### src/rtl/rcr_defines.svh
// Register indices, field positions, reset values of the regulator control bank
`ifndef RCR_DEFINES_SVH
`define RCR_DEFINES_SVH

`define RCR_ADDR_W 10
`define RCR_IDX_BUCK_A_PRI 8'h20
`define RCR_IDX_BUCK_A_SEC 8'h21
`define RCR_IDX_BUCK_A_CTRL 8'h22
`define RCR_IDX_BUCK_B_PRI 8'h30
`define RCR_IDX_BUCK_B_SEC 8'h31
`define RCR_IDX_BUCK_B_CTRL 8'h32
`define RCR_IDX_BUCK_C_PRI 8'h40
`define RCR_IDX_BUCK_C_SEC 8'h41
`define RCR_IDX_BUCK_C_CTRL 8'h42
`define RCR_IDX_LDO_D_VOLT 8'h50
`define RCR_IDX_LDO_D_CTRL 8'h51
`define RCR_IDX_LDO_E_VOLT 8'h54
`define RCR_IDX_LDO_E_CTRL 8'h55
`define RCR_IDX_INT_STAT 8'h80
`define RCR_IDX_INT_EN 8'h81
`define RCR_IDX_INT_CLR 8'h82

`define RCR_BIT_ON 7
`define RCR_BIT_PHASE 6
`define RCR_BIT_DIS 6
`define RCR_BIT_MODE 5
`define RCR_BIT_LOW_QUIESCENT_SELECT 5
`define RCR_BIT_DELAY_HI 4
`define RCR_BIT_DELAY_LO 2
`define RCR_BIT_FEN 1
`define RCR_BIT_PG 0
`define RCR_BIT_VCODE_HI 5

`define RCR_RST_VCODE 6'h00
`define RCR_RST_ON 1'b0
`define RCR_RST_PHASE 1'b0
`define RCR_RST_MODE 1'b0
`define RCR_RST_DIS 1'b0
`define RCR_RST_LOW_QUIESCENT_SELECT 1'b0
`define RCR_RST_DELAY 3'h0
`define RCR_RST_FEN 1'b0
`define RCR_RST_IEN 5'h00

`endif

### src/rtl/rcr_pkg.sv
// Types of the regulator control bank
package rcr_pkg;
  // Regulator order: 0..2 buck a,b,c; 3,4 ldo d,e
  typedef struct packed {
    logic ack;
    logic [31:0] rdat;
    logic [2:0][5:0] vpri;
    logic [2:0][5:0] vsec;
    logic [1:0][5:0] lvolt;
    logic [4:0] on;
    logic [4:0][2:0] delay;
    logic [4:0] fen;
    logic [1:0] phase;
    logic [2:0] pwm;
    logic [1:0] dis;
    logic [1:0] low_quiescent_select;
    logic [4:0] pg;
    logic [4:0] stat;
    logic [4:0] ien;
    logic irq;
    logic [2:0][5:0] bcode;
  } rcr_state_t;
endpackage

### src/rtl/rcr_regulator_regs.sv
// Wishbone register bank controlling three buck converters and two linear regulators
`include "rcr_defines.svh"

module rcr_regulator_regs (
  input wire logic clock,
  input wire logic resetn,
  input wire logic wb_cyc_i,
  input wire logic wb_stb_i,
  input wire logic wb_we_i,
  input wire logic [`RCR_ADDR_W-1:0] wb_adr_i,
  input wire logic [3:0] wb_sel_i,
  input wire logic [31:0] wb_dat_i,
  output logic [31:0] wb_dat_o,
  output logic wb_ack_o,
  input wire logic voltage_select_pin,
  input wire logic [4:0] power_good,
  output logic [17:0] buck_voltage_code,
  output logic [11:0] ldo_voltage_code,
  output logic [4:0] regulator_enable,
  output logic [14:0] regulator_delay,
  output logic [1:0] buck_phase_shift,
  output logic [2:0] buck_forced_pwm,
  output logic [1:0] ldo_output_discharge_enable,
  output logic [1:0] ldo_low_quiescent_select,
  output logic irq
);

  rcr_pkg::rcr_state_t s_r;
  rcr_pkg::rcr_state_t s_nxt;
  logic [7:0] idx;
  logic req;
  logic wr;
  logic rd;
  logic [7:0] wbyte;
  logic [4:0] fault_ev;

  assign idx = wb_adr_i[`RCR_ADDR_W-1:2];
  // One request per ack; the cycle carrying ack is not a new request
  assign req = wb_cyc_i & wb_stb_i & ~s_r.ack;
  assign wr = req & wb_we_i & wb_sel_i[0];
  assign rd = req & ~wb_we_i;
  assign wbyte = wb_dat_i[7:0];

  // Compose a control byte for regulator i
  function automatic logic [7:0] ctrl_byte(input rcr_pkg::rcr_state_t s, input int i);
    logic [7:0] b;
    b = 8'h00;
    b[`RCR_BIT_ON] = s.on[i];
    if (i < 2) begin
      b[`RCR_BIT_PHASE] = s.phase[i];
    end else if (i > 2) begin
      b[`RCR_BIT_DIS] = s.dis[i-3];
    end
    if (i < 3) begin
      b[`RCR_BIT_MODE] = s.pwm[i];
    end else begin
      b[`RCR_BIT_LOW_QUIESCENT_SELECT] = s.low_quiescent_select[i-3];
    end
    b[`RCR_BIT_DELAY_HI:`RCR_BIT_DELAY_LO] = s.delay[i];
    b[`RCR_BIT_FEN] = s.fen[i];
    b[`RCR_BIT_PG] = s.pg[i];
    return b;
  endfunction

  always_comb begin
    logic [7:0] rbyte;
    logic [4:0] clr;
    int ci;
    rbyte = 8'h00;
    clr = 5'h00;
    ci = -1;
    s_nxt = s_r;
    s_nxt.ack = req;
    unique case (idx)
      `RCR_IDX_BUCK_A_PRI: begin
        rbyte = {2'b00, s_r.vpri[0]};
        if (wr) s_nxt.vpri[0] = wbyte[`RCR_BIT_VCODE_HI:0];
      end
      `RCR_IDX_BUCK_A_SEC: begin
        rbyte = {2'b00, s_r.vsec[0]};
        if (wr) s_nxt.vsec[0] = wbyte[`RCR_BIT_VCODE_HI:0];
      end
      `RCR_IDX_BUCK_B_PRI: begin
        rbyte = {2'b00, s_r.vpri[1]};
        if (wr) s_nxt.vpri[1] = wbyte[`RCR_BIT_VCODE_HI:0];
      end
      `RCR_IDX_BUCK_B_SEC: begin
        rbyte = {2'b00, s_r.vsec[1]};
        if (wr) s_nxt.vsec[1] = wbyte[`RCR_BIT_VCODE_HI:0];
      end
      `RCR_IDX_BUCK_C_PRI: begin
        rbyte = {2'b00, s_r.vpri[2]};
        if (wr) s_nxt.vpri[2] = wbyte[`RCR_BIT_VCODE_HI:0];
      end
      `RCR_IDX_BUCK_C_SEC: begin
        rbyte = {2'b00, s_r.vsec[2]};
        if (wr) s_nxt.vsec[2] = wbyte[`RCR_BIT_VCODE_HI:0];
      end
      `RCR_IDX_LDO_D_VOLT: begin
        rbyte = {2'b00, s_r.lvolt[0]};
        if (wr) s_nxt.lvolt[0] = wbyte[`RCR_BIT_VCODE_HI:0];
      end
      `RCR_IDX_LDO_E_VOLT: begin
        rbyte = {2'b00, s_r.lvolt[1]};
        if (wr) s_nxt.lvolt[1] = wbyte[`RCR_BIT_VCODE_HI:0];
      end
      `RCR_IDX_BUCK_A_CTRL: ci = 0;
      `RCR_IDX_BUCK_B_CTRL: ci = 1;
      `RCR_IDX_BUCK_C_CTRL: ci = 2;
      `RCR_IDX_LDO_D_CTRL: ci = 3;
      `RCR_IDX_LDO_E_CTRL: ci = 4;
      `RCR_IDX_INT_STAT: rbyte = {3'b000, s_r.stat};
      `RCR_IDX_INT_EN: begin
        rbyte = {3'b000, s_r.ien};
        if (wr) s_nxt.ien = wbyte[4:0];
      end
      `RCR_IDX_INT_CLR: begin
        if (wr) clr = wbyte[4:0];
      end
      // Unmapped: acked, reads zero, writes dropped
      default: rbyte = 8'h00;
    endcase
    if (ci >= 0) begin
      rbyte = ctrl_byte(s_r, ci);
      if (wr) begin
        s_nxt.on[ci] = wbyte[`RCR_BIT_ON];
        s_nxt.delay[ci] = wbyte[`RCR_BIT_DELAY_HI:`RCR_BIT_DELAY_LO];
        s_nxt.fen[ci] = wbyte[`RCR_BIT_FEN];
        if (ci < 2) begin
          s_nxt.phase[ci] = wbyte[`RCR_BIT_PHASE];
        end
        if (ci < 3) begin
          s_nxt.pwm[ci] = wbyte[`RCR_BIT_MODE];
        end else begin
          s_nxt.dis[ci-3] = wbyte[`RCR_BIT_DIS];
          s_nxt.low_quiescent_select[ci-3] = wbyte[`RCR_BIT_LOW_QUIESCENT_SELECT];
        end
      end
    end
    if (req) s_nxt.rdat = {24'h000000, rbyte};
    s_nxt.pg = power_good;
    // gated fault events; set beats clear
    s_nxt.stat = (s_r.stat & ~clr) | fault_ev;
    s_nxt.irq = |(s_nxt.stat & s_nxt.ien);
    for (int i = 0; i < 3; i++) begin
      s_nxt.bcode[i] = voltage_select_pin ? s_r.vsec[i] : s_r.vpri[i];
    end
  end

  // Fault: an enabled regulator with its fen bit set losing power-good
  genvar g;
  generate
    for (g = 0; g < 5; g++) begin : gen_fault
      assign fault_ev[g] = s_r.pg[g] & ~power_good[g] & s_r.on[g] & s_r.fen[g];
    end
  endgenerate

  always_ff @(posedge clock or negedge resetn) begin
    if (!resetn) begin
      s_r.ack <= 1'b0;
      s_r.rdat <= 32'h00000000;
      s_r.vpri <= {3{`RCR_RST_VCODE}};
      s_r.vsec <= {3{`RCR_RST_VCODE}};
      s_r.lvolt <= {2{`RCR_RST_VCODE}};
      s_r.on <= {5{`RCR_RST_ON}};
      s_r.delay <= {5{`RCR_RST_DELAY}};
      s_r.fen <= {5{`RCR_RST_FEN}};
      s_r.phase <= {2{`RCR_RST_PHASE}};
      s_r.pwm <= {3{`RCR_RST_MODE}};
      s_r.dis <= {2{`RCR_RST_DIS}};
      s_r.low_quiescent_select <= {2{`RCR_RST_LOW_QUIESCENT_SELECT}};
      s_r.pg <= 5'h00;
      s_r.stat <= 5'h00;
      s_r.ien <= `RCR_RST_IEN;
      s_r.irq <= 1'b0;
      s_r.bcode <= {3{`RCR_RST_VCODE}};
    end else begin
      s_r <= s_nxt;
    end
  end

  assign wb_dat_o = s_r.rdat;
  assign wb_ack_o = s_r.ack;
  assign buck_voltage_code = s_r.bcode;
  assign ldo_voltage_code = s_r.lvolt;
  assign regulator_enable = s_r.on;
  assign regulator_delay = s_r.delay;
  assign buck_phase_shift = s_r.phase;
  assign buck_forced_pwm = s_r.pwm;
  assign ldo_output_discharge_enable = s_r.dis;
  assign ldo_low_quiescent_select = s_r.low_quiescent_select;
  assign irq = s_r.irq;

  // Checks
  AST_PRI_CODE: assert property (@(posedge clock) disable iff (!resetn)
    !voltage_select_pin |=> buck_voltage_code == $past(s_r.vpri))
    else $error("buck code not primary with select low");

  AST_SEC_CODE: assert property (@(posedge clock) disable iff (!resetn)
    voltage_select_pin |=> buck_voltage_code == $past(s_r.vsec))
    else $error("buck code not secondary with select high");

  AST_ENABLE_WRITE: assert property (@(posedge clock) disable iff (!resetn)
    wr && idx == `RCR_IDX_BUCK_A_CTRL |=> regulator_enable[0] == $past(wb_dat_i[7]) ##1 wb_ack_o == 1'b0)
    else $error("enable bit write not applied");

  AST_PHASE_WRITE: assert property (@(posedge clock) disable iff (!resetn)
    wr && idx == `RCR_IDX_BUCK_B_CTRL |=> buck_phase_shift[1] == $past(wb_dat_i[6]) && wb_ack_o)
    else $error("phase bit write not applied");

  AST_PWM_WRITE: assert property (@(posedge clock) disable iff (!resetn)
    wr && idx == `RCR_IDX_BUCK_C_CTRL |=> buck_forced_pwm[2] == $past(wb_dat_i[5]))
    else $error("pwm bit write not applied");

  AST_DELAY_WRITE: assert property (@(posedge clock) disable iff (!resetn)
    wr && idx == `RCR_IDX_LDO_D_CTRL |=> regulator_delay[11:9] == $past(wb_dat_i[4:2]))
    else $error("delay field write not applied");

  AST_FAULT_GATE: assert property (@(posedge clock) disable iff (!resetn)
    $rose(s_r.stat[0]) |-> $past(s_r.fen[0]) && $past(s_r.on[0]) && $past(s_r.pg[0]))
    else $error("fault status set without enabled fault");

  AST_PG_READ: assert property (@(posedge clock) disable iff (!resetn)
    rd && idx == `RCR_IDX_BUCK_A_CTRL |=> wb_ack_o && wb_dat_o[0] == $past(s_r.pg[0]))
    else $error("power-good read mismatch");

  AST_DIS_WRITE: assert property (@(posedge clock) disable iff (!resetn)
    wr && idx == `RCR_IDX_LDO_E_CTRL |=> ldo_output_discharge_enable[1] == $past(wb_dat_i[6]))
    else $error("discharge bit write not applied");

  AST_LOW_QUIESCENT_SELECT_WRITE: assert property (@(posedge clock) disable iff (!resetn)
    wr && idx == `RCR_IDX_LDO_D_CTRL |=> ldo_low_quiescent_select[0] == $past(wb_dat_i[5]))
    else $error("low quiescent bit write not applied");

  AST_LDO_CODE: assert property (@(posedge clock) disable iff (!resetn)
    wr && idx == `RCR_IDX_LDO_E_VOLT |=> ldo_voltage_code[11:6] == $past(wb_dat_i[5:0]))
    else $error("ldo code write not applied");

  AST_RSVD_ZERO: assert property (@(posedge clock) disable iff (!resetn)
    rd && (idx == `RCR_IDX_BUCK_C_CTRL || idx == `RCR_IDX_BUCK_B_PRI) |=> wb_dat_o[31:8] == 24'h000000 &&
    wb_dat_o[6] == 1'b0)
    else $error("reserved bits not zero");

  AST_STAT_SET_WINS: assert property (@(posedge clock) disable iff (!resetn)
    fault_ev[1] |=> s_r.stat[1] && irq == |(s_r.stat & s_r.ien))
    else $error("fault event lost");

  // Bus handshake: one ack per request, one cycle long
  AST_ACK_AFTER_REQ: assert property (@(posedge clock) disable iff (!resetn)
    req |=> wb_ack_o)
    else $error("request not acknowledged");

  AST_ACK_ONE_CYCLE: assert property (@(posedge clock) disable iff (!resetn)
    wb_ack_o |=> !wb_ack_o)
    else $error("ack longer than one cycle");

  AST_RDAT_HIGH_ZERO: assert property (@(posedge clock) disable iff (!resetn)
    wb_ack_o |-> wb_dat_o[31:8] == 24'h000000)
    else $error("read data upper bytes not zero");

  AST_VOLT_RSVD: assert property (@(posedge clock) disable iff (!resetn)
    rd && idx == `RCR_IDX_LDO_D_VOLT |=> wb_dat_o[7:6] == 2'b00)
    else $error("voltage register reserved bits not zero");

  AST_PG_TRACK: assert property (@(posedge clock) disable iff (!resetn)
    wr && idx == `RCR_IDX_LDO_E_CTRL |=> s_r.pg == $past(power_good))
    else $error("power-good changed by a write");

  AST_ENABLE_HOLD: assert property (@(posedge clock) disable iff (!resetn)
    !wr |=> regulator_enable == $past(regulator_enable))
    else $error("enable changed without a write");

  AST_DELAY_HOLD: assert property (@(posedge clock) disable iff (!resetn)
    !wr |=> regulator_delay == $past(regulator_delay))
    else $error("delay changed without a write");

  AST_PHASE_HOLD: assert property (@(posedge clock) disable iff (!resetn)
    !wr |=> buck_phase_shift == $past(buck_phase_shift))
    else $error("phase changed without a write");

  AST_LDO_HOLD: assert property (@(posedge clock) disable iff (!resetn)
    !wr |=> ldo_voltage_code == $past(ldo_voltage_code))
    else $error("ldo code changed without a write");

  AST_IRQ_LEVEL: assert property (@(posedge clock) disable iff (!resetn)
    irq == |(s_r.stat & s_r.ien))
    else $error("irq does not follow enabled status");

  // Sticky until cleared by software
  AST_STAT_STICKY: assert property (@(posedge clock) disable iff (!resetn)
    s_r.stat[0] && !(wr && idx == `RCR_IDX_INT_CLR && wbyte[0]) |=> s_r.stat[0])
    else $error("status bit lost without clear");

  AST_CLR_WORKS: assert property (@(posedge clock) disable iff (!resetn)
    wr && idx == `RCR_IDX_INT_CLR && wbyte[2] && !fault_ev[2] |=> !s_r.stat[2])
    else $error("status bit not cleared");

  AST_SET_BEATS_CLR: assert property (@(posedge clock) disable iff (!resetn)
    wr && idx == `RCR_IDX_INT_CLR && wbyte[3] && fault_ev[3] |=> s_r.stat[3])
    else $error("clear overrode a new fault");

endmodule

### config.mk
export PLATFORM = sky130hd
export DESIGN_NAME = rcr_regulator_regs
export DESIGN_NICKNAME = d
export VERILOG_FILES = /design/src/rtl/rcr_pkg.sv /design/src/rtl/rcr_regulator_regs.sv
export VERILOG_INCLUDE_DIRS = /design/src /design/src/rtl
export SDC_FILE = /design/constraint.sdc
export NUM_CORES = 1
export LEC_CHECK = 0
export ABC_AREA = 1
export BUFFER_PORTS_ARGS = -buffer_cell sky130_fd_sc_hd__buf_2
export CORE_AREA = 2 2 154 96
export CTS_CLUSTER_SIZE = 40
export DETAILED_ROUTE_END_ITERATION = 16
export DIE_AREA = 0 0 156 98
export HOLD_SLACK_MARGIN = 0.05
export PLACE_DENSITY = 0.75
export SLEW_MARGIN = 20
export SYNTH_ARGS = -nofsm -noshare
export SYNTH_HDL_FRONTEND = slang
export SYNTH_SLANG_ARGS = --single-unit
### constraint.sdc
create_clock -name clock -period 1.7 [get_ports clock]
set_clock_uncertainty 0.1 [all_clocks]
set_input_delay 0.34 -clock clock [delete_from_list [all_inputs] [get_ports clock]]
set_output_delay 0.34 -clock clock [all_outputs]
set_load 0.02 [all_outputs]
==> results of run 1 <==
==> synth_stat cells <==
cell	n	area, um2
nand2_1	207	777
dfrtp_1	125	3130
o21ai_0	107	536
buf_4	94	706
inv_1	72	270
nor2_1	28	105
nand3_1	21	105
o21ai_1	20	100
clkbuf_1	12	45.0
nand4_1	11	68.8
nand2_2	9	56.3
ha_1	8	100
a21oi_1	7	35.0
nor2_2	7	43.8
nor2_4	7	78.8
inv_2	6	22.5
o21a_1	5	37.5
o221ai_1	5	43.8
o22ai_1	5	31.3
o2bb2ai_1	5	43.8
buf_2	4	20.0
nand3_2	4	40.0
nand3b_1	3	22.5
o41ai_1	3	26.3
a22o_1	2	17.5
mux2_2	2	22.5
nor2_8	2	40.0
or2_2	2	12.5
a21boi_0	1	7.51
a31oi_2	1	12.5
buf_8	1	15.0
conb_1	1	3.75
inv_4	1	6.26
nand2_4	1	11.3
nand3_4	1	17.5
nand3b_4	1	20.0
nor4b_1	1	8.76
o21ai_4	1	16.3
o31ai_1	1	7.51
==> cell families (layout without fill, tap and decap cells) <==
| group | after synthesis | after routing | share of synthesized area (%) |
|---|---|---|---|
| AOI/OAI and AO/OA | 163 | 163 | 13.7 |
| muxes | 2 | 2 | 0.338 |
| DFF | 125 | 125 | 47.0 |
| and+or+nand+nor | 305 | 307 | 21.1 |
| buffers and inverters | 190 | 293 | 16.3 |
| adders and majority gates | 8 | 8 | 1.50 |
| other | 1 | 24 | 0.0563 |
==> worst reg2reg max path, cell delays in order (launching register included) <==
cell and delay [ns]:
dfrtp_1 0.40, nor2_4 0.14, clkinv_4 0.12, nor2_4 0.20
nand2_2 0.12, buf_6 0.16, nor2_2 0.11, buf_6 0.15
nand2_1 0.07, o21a_1 0.12
==> routing by layer <==
metal | global-route usage [%] | vias to the layer above | part of all wire (%)
met3 | 6.97 | 47 | 11
li1 | - | 2690 | -
met5 | 0 | - | 0
met2 | 35.9 | 349 | 43
met4 | 7.55 | 0 | 2.2
met1 | 37.1 | 2809 | 44
==> registers in the layout, summed over array words and instances (netlist names), 3 cells and up <==
name	flops
buck_forced_pwm	3
buck_voltage_code	18
ldo_voltage_code	12
regulator_delay	15
regulator_enable	5
s_r	56
wb_dat_o	8
==> power groups by stage <==
stage | Combinational (mW) | Sequential (mW) | Clock (mW)
floorplan | 0.254 | 3.07 | 0
global placement | 0.419 | 3.07 | 0
detailed placement | 0.425 | 3.07 | 0
CTS | 0.474 | 3.02 | 3.53
global route | 0.543 | 3.02 | 3.68
finish | 0.504 | 3.02 | 3.53
==> through the flow <==
step	worst slack [ns]	hold slack [ns]	std cells
after detailed placement	-1.08	0.126	1047
after global placement	-0.961	0.127	1047
after global routing	-0.671	0.113	1102
after CTS	-0.462	0.0869	1095
final	-0.537	0.104	1102
after floorplan	-0.812	-0.0556	817
==> final cells by class <==
class | instances | share of cell area (%)
Multi-Input combinational cell | 504 | 33.6
Clock buffer | 17 | 5.06
Timing Repair Buffer | 182 | 15.6
Clock inverter | 15 | 1.76
Inverter | 79 | 4.06
Tap cell | 180 | 2.68
Sequential cell | 125 | 37.2
==> worst paths after layout <==
check                                              end  cells past startpoint         from
setup / recovery           ldo_low_quiescent_select[1]                     19  wb_adr_i[6]
hold / removal                     buck_phase_shift[1]                      3  wb_dat_i[6]
setup reg to reg                               s_r[47]                      9     wb_ack_o
hold reg to reg                               s_r[115]                      2     s_r[115]
max in group asynchronous                      s_r[29]                      3       resetn
min in group asynchronous        buck_voltage_code[16]                      2       resetn
==> timing repair <==
item,4_1_cts,5_1_grt
gates cloned,1,3
setup endpoints to repair,25,63
gates resized for setup,54,57
hold buffers,6,0
pin swaps,25,21
hold endpoints to repair,132,0
buffers inserted,10,6
==> summary.md, run 1 <==
| Metric | Value |
|---|---|
| Part of the power in combinational logic | `7.1%` |
| Register area share after synthesis | `47.0%` |
| CTS max path bufs | `2` |
| IO Port Bufs | `96` |
| DR iter-0 viols | `639` |
| HP Class | `input pin to flip-flop` |
| CTS Sinks | `125` |
| Worst-path clk slew | `0.06 ns` |
| Detail Route Antenna Nets | `0` |
| Leak pwr | `4.22 nW` |
| Core area | `14000 um2` |
| Total I/O pin count | `150` |
| Vias per cell | `5.35` |
| Initial core utilization | `47.6%` |
| Fmax | `0.447 GHz` |
| Syn Inst Count | `794` |
| Clk root buf | `clkbuf_16` |
| Count of final hold-check violations | `0` |
| Final max-slew violation count | `0` |
| Fin crit share | `132%` |
| Cell at the slowest stage of the critical path | `ha_4` |
| Reg power frac | `42.8%` |
| Gr usage total | `25.1%` |
| Failing checks | `negative setup slack` |
| Least-Margin Pin Slew | `0.527 ns` |
| Net Switching | `1.74 mW` |
| Largest net degree at the start of global routing | `57` |
| First-pass GRT wire length | `29200 um` |
| DR vias | `5895` |
| CP Buf/Inv Count | `4` |
| RSZ-0062 raised after global routing | `true` |
| Commonest non-fill, non-tap cell in the layout | `nand2_1` |
| Period minus WS final | `2.24 ns` |
| CTS tree | `done` |
| Worst path top cell family by delay | `simple AND/OR/NAND/NOR gates` |
| FF+latch count, synth | `125` |
| Die Y | `98 um` |
| YS warnings | `0` |
| Internal power | `5.31 mW` |
| DRC viols | `0` |
| Share of cells above drive strength 1 | `32.5%` |
| Startpoint Class | `input pin` |
| Htree depth | `4` |
| Area post-placement | `7290 um2` |
| Register area | `3130 um2` |
| Die ar. | `15300 um2` |
| Row cnt | `34` |
| CP Cell Sequence | `buf_6, nor2_4, nand2_2, nor2_4, nor2_4, nand3_4, nand2_4, ha_4, inv_4, nand3_4, ha_4, inv_2, nand2_2, nor4b_2, nand2_1, inv_2, nand3_2, nand2_1, nand2_1` |
| Mean Syn Cell Area | `8.39 um2` |
| Number of diodes | `0` |
| Status | `finished with violations` |
| Setup TNS Final | `-3.29 ns` |
| Clock network power share | `50.0%` |
| Area of the mapped netlist | `6660 um2` |
| Final setup viols | `14` |
| Final #Nets | `974` |
| Final core utilization | `60.1%` |
| DP HPWL | `13600 um` |
| Max IR drop VDD | `0.621 mV` |
| Crit Path Max Fanout | `6` |
| Clock Latency Late Sink | `0.42 ns` |
| Slowest stage delay, CP | `0.26 ns` |
| Initial antenna violation count | `0` |
| Sw Ratio | `24.7%` |
| Grt ovf | `0` |
| CTS buffer count | `17` |
| Power per cell area | `838 nW/um2` |
| Max_slew headroom | `64.4%` |
| Worst setup margin | `-0.537 ns` |
| Critical path required time | `1.90 ns` |
| Fillers | `1167` |
| Vias in the first global route | `5494` |
| Crit end category | `flip-flop` |
| Die width | `156 um` |
| Max Cap Viol | `0` |
| WL final | `19500 um` |
| Netlist cell types | `39` |
| Post-route cell area | `8410 um2` |
| GP Congestion | `0.925` |
| Drt first pass iters | `5` |
| Most frequent cells in the layout | `189 x nand2_1, 125 x dfrtp_1, 96 x o21ai_0` |
| Crit path arrival time | `2.44 ns` |
| Total power | `7.05 mW` |
| WL per Instance | `17.7 um` |
| Footprint of the multi-input gates | `2830 um2` |
| R2R setup slack | `-0.10 ns` |
| Layout area overhead | `26.3%` |
| CP Class | `input pin to flip-flop` |
Note: power is estimated with default switching activity, not from simulation.
==> run 2, diff against run 1 <==
Settings changed: ABC_AREA 1 to default, PLACE_DENSITY 0.75 to 0.76.
==> run 2 against run 1 <==
Effect of this change:
- the run still ends with negative setup slack left
- register-to-register slack lost 0.68 ns
- total power up 5.1%
- flip-flop and latch count is the same
- synthesized area up 2.0%
- wire length is 11% higher
- largest power group unchanged
==> summary.md, run 2 <==
| Metric | Value |
|---|---|
| DP Worst Slack | `-1.94 ns` |
| DRC viols | `0` |
| Yosys top cell by area | `dfrtp_1` |
| Max IR drop VDD | `0.560 mV` |
| Htree depth | `4` |
| Drt first pass iters | `6` |
| RSZ-0062 raised after global routing | `true` |
| RR Startpoint | `wb_ack_o` |
| Layout area overhead | `41.3%` |
| YS warnings | `0` |
| Die width | `156 um` |
| Fin crit share | `189%` |
| Post-route cell area | `9600 um2` |
| Worst setup margin | `-1.51 ns` |
| Share of the synthesized area in the top cell type | `46.0%` |
| Clock Latency Late Sink | `0.42 ns` |
| Syn Inst Count | `585` |
| Core area | `14000 um2` |
| DR iter-0 viols | `420` |
| Share of cells above drive strength 1 | `59.7%` |
| Gr usage total | `28.2%` |
| Worst-path clk slew | `0.06 ns` |
| IO Port Bufs | `96` |
| WL final | `21700 um` |
| Vias in the first global route | `5720` |
| DR vias | `5483` |
| Post-synth ARST share | `100%` |
| CP Class | `input pin to flip-flop` |
| Most numerous cell in the Yosys netlist | `dfrtp_1` |
| Most frequent cells in the layout | `125 x dfrtp_1, 91 x buf_2, 90 x buf_4` |
| Max reg flops | `56` |
| Status | `finished with violations` |
| Post-synth EDFFs | `0` |
| Synth cell count leaders | `125 x dfrtp_1, 93 x mux2_2, 91 x buf_4, 32 x nand2_1, 18 x clkbuf_1` |
| Prevailing post-synth register cell | `dfrtp_1` |
| Final max-slew violation count | `0` |
| Initial core utilization | `48.6%` |
| Detail Route Antenna Nets | `0` |
| Count of final hold-check violations | `0` |
| Grt ovf | `0` |
| Final setup viols | `99` |
| CTS tree | `done` |
| Final #Nets | `809` |
| Row cnt | `34` |
| Commonest non-fill, non-tap cell in the layout | `dfrtp_1` |
| Die Y | `98 um` |
| Number of diodes | `0` |
| WL per Instance | `23.1 um` |
| CTS Sinks | `125` |
| Die ar. | `15300 um2` |
| Period minus WS final | `3.21 ns` |
| Synth top area cells | `dfrtp_1 46%, mux2_2 15%, buf_4 10%` |
| Critical path required time | `1.90 ns` |
| Fmax | `0.312 GHz` |
| Power per cell area | `772 nW/um2` |
| DP HPWL | `14500 um` |
| Failing checks | `negative setup slack` |
| Area post-placement | `7800 um2` |
| HP Class | `input pin to flip-flop` |
| Crit path arrival time | `3.41 ns` |
| Crit Path Max Fanout | `8` |
| Critical Path Source | `wb_adr_i[6]` |
| Startpoint Class | `input pin` |
| Total I/O pin count | `150` |
| First-pass GRT wire length | `32700 um` |
| Vias per cell | `5.85` |
| Fin Hold WS | `0.0968 ns` |
| Mean Syn Cell Area | `11.6 um2` |
| Initial antenna violation count | `0` |
| FF+latch count, synth | `125` |
| Hold path startpoint | `wb_dat_i[6]` |
| CTS max path bufs | `2` |
| Largest net degree at the start of global routing | `73` |
| CTS buffer count | `17` |
| Register area share after synthesis | `46.0%` |
| Area of the mapped netlist | `6800 um2` |
| Netlist cell types | `71` |
| Leak pwr | `4.65 nW` |
| Reg with most FFs | `s_r` |
| Setup TNS Final | `-40.52 ns` |
| Clk root buf | `clkbuf_16` |
| Crit end category | `flip-flop` |
| Max Cap Viol | `0` |
| GP Congestion | `0.984` |
## run 2: changes by cell type after synthesis, moves of 9 or more
cell | before | now
mux2_1 | 0 | 12
nand3_1 | 21 | 5
o21ai_1 | 20 | 2
o21ai_0 | 107 | 11
mux2_2 | 2 | 93
nand2_2 | 9 | 0
mux2i_1 | 0 | 13
nor2_1 | 28 | 15
nand2_1 | 207 | 32
a22oi_1 | 0 | 11
inv_1 | 72 | 9
## run 2: cell type report
cell class	count	area, um2
Clock buffer	18	439
Clock inverter	14	159
Fill cell	964	4390
Inverter	12	52.6
Multi-Input combinational cell	353	3750
Sequential cell	125	3130
Tap cell	180	225
Timing Repair Buffer	235	1850
## run 2: final timing paths
path / end / slack, ns / cells after the start
max: ldo_output_discharge_enable[0] / -1.51 / 13
min: ldo_output_discharge_enable[0] / 0.1 / 2
max reg2reg: irq / -0.78 / 7
min reg2reg: wb_dat_o[6] / 0.40 / 2
max in group asynchronous: s_r[94] / 0.77 / 3
min in group asynchronous: buck_forced_pwm[0] / 0.37 / 3
## run 2: kinds of logic after synthesis
logic type      after synthesis  share of synthesized area [%]
buf+inv                     130                           12.4
flops                       125                           46.0
mux                         118                           19.3
simple gates                113                           10.7
compound gates               89                           9.87
fa+ha+maj                     8                           1.47
other cells                   1                         0.0552
xor+xnor                      1                          0.129
## run 2: worst max-delay path, stage by stage
cell and delay [ns]:
clkbuf_4 0.21, nand4b_1 0.23, buf_4 0.22, nor3_2 0.36, a21oi_4 0.08, ha_4 0.19
a21o_1 0.17, ha_1 0.27, nand4bb_4 0.20, nor4_4 0.26, o211ai_1 0.19, a211oi_2 0.33
mux2_1 0.34
## run 2: per-layer routing
| layer | vias up | track usage [%] | wire length (um) |
|---|---|---|---|
| met1 | 2830 | 40.3 | 9590 |
| met5 | - | 0 | 0 |
| met2 | 281 | 40.7 | 9860 |
| met4 | 0 | 9.03 | 316 |
| met3 | 36 | 9.19 | 1920 |
| li1 | 2336 | - | - |
## run 2: stage by stage
stage / instances / power (mW) / util, %
5_1_grt: 937 / 7.65 / 68.6
4_1_cts: 926 / 7.37 / 66.0
3_3_place_gp: 868 / 3.58 / 55.7
6_report: 937 / 7.41 / 68.6
2_1_floorplan: 608 / 3.37 / -
3_5_place_dp: 868 / 3.59 / 55.7
## run 2: timing repair
action / 4_1_cts / 5_1_grt
buffers inserted: 21 / 15
hold endpoints to repair: 130 / 0
gates resized for setup: 147 / 69
pin swaps: 28 / 25
hold buffers: 6 / 0
endpoints found under the setup margin: 100 / 100
## run 2: report_power, final
group | internal, mW | switching [mW] | total [mW]
Combinational | 0.276 | 0.402 | 0.678
Clock | 2.23 | 1.48 | 3.71
Sequential | 3.00 | 0.0210 | 3.02
Total | 5.51 | 1.91 | 7.41
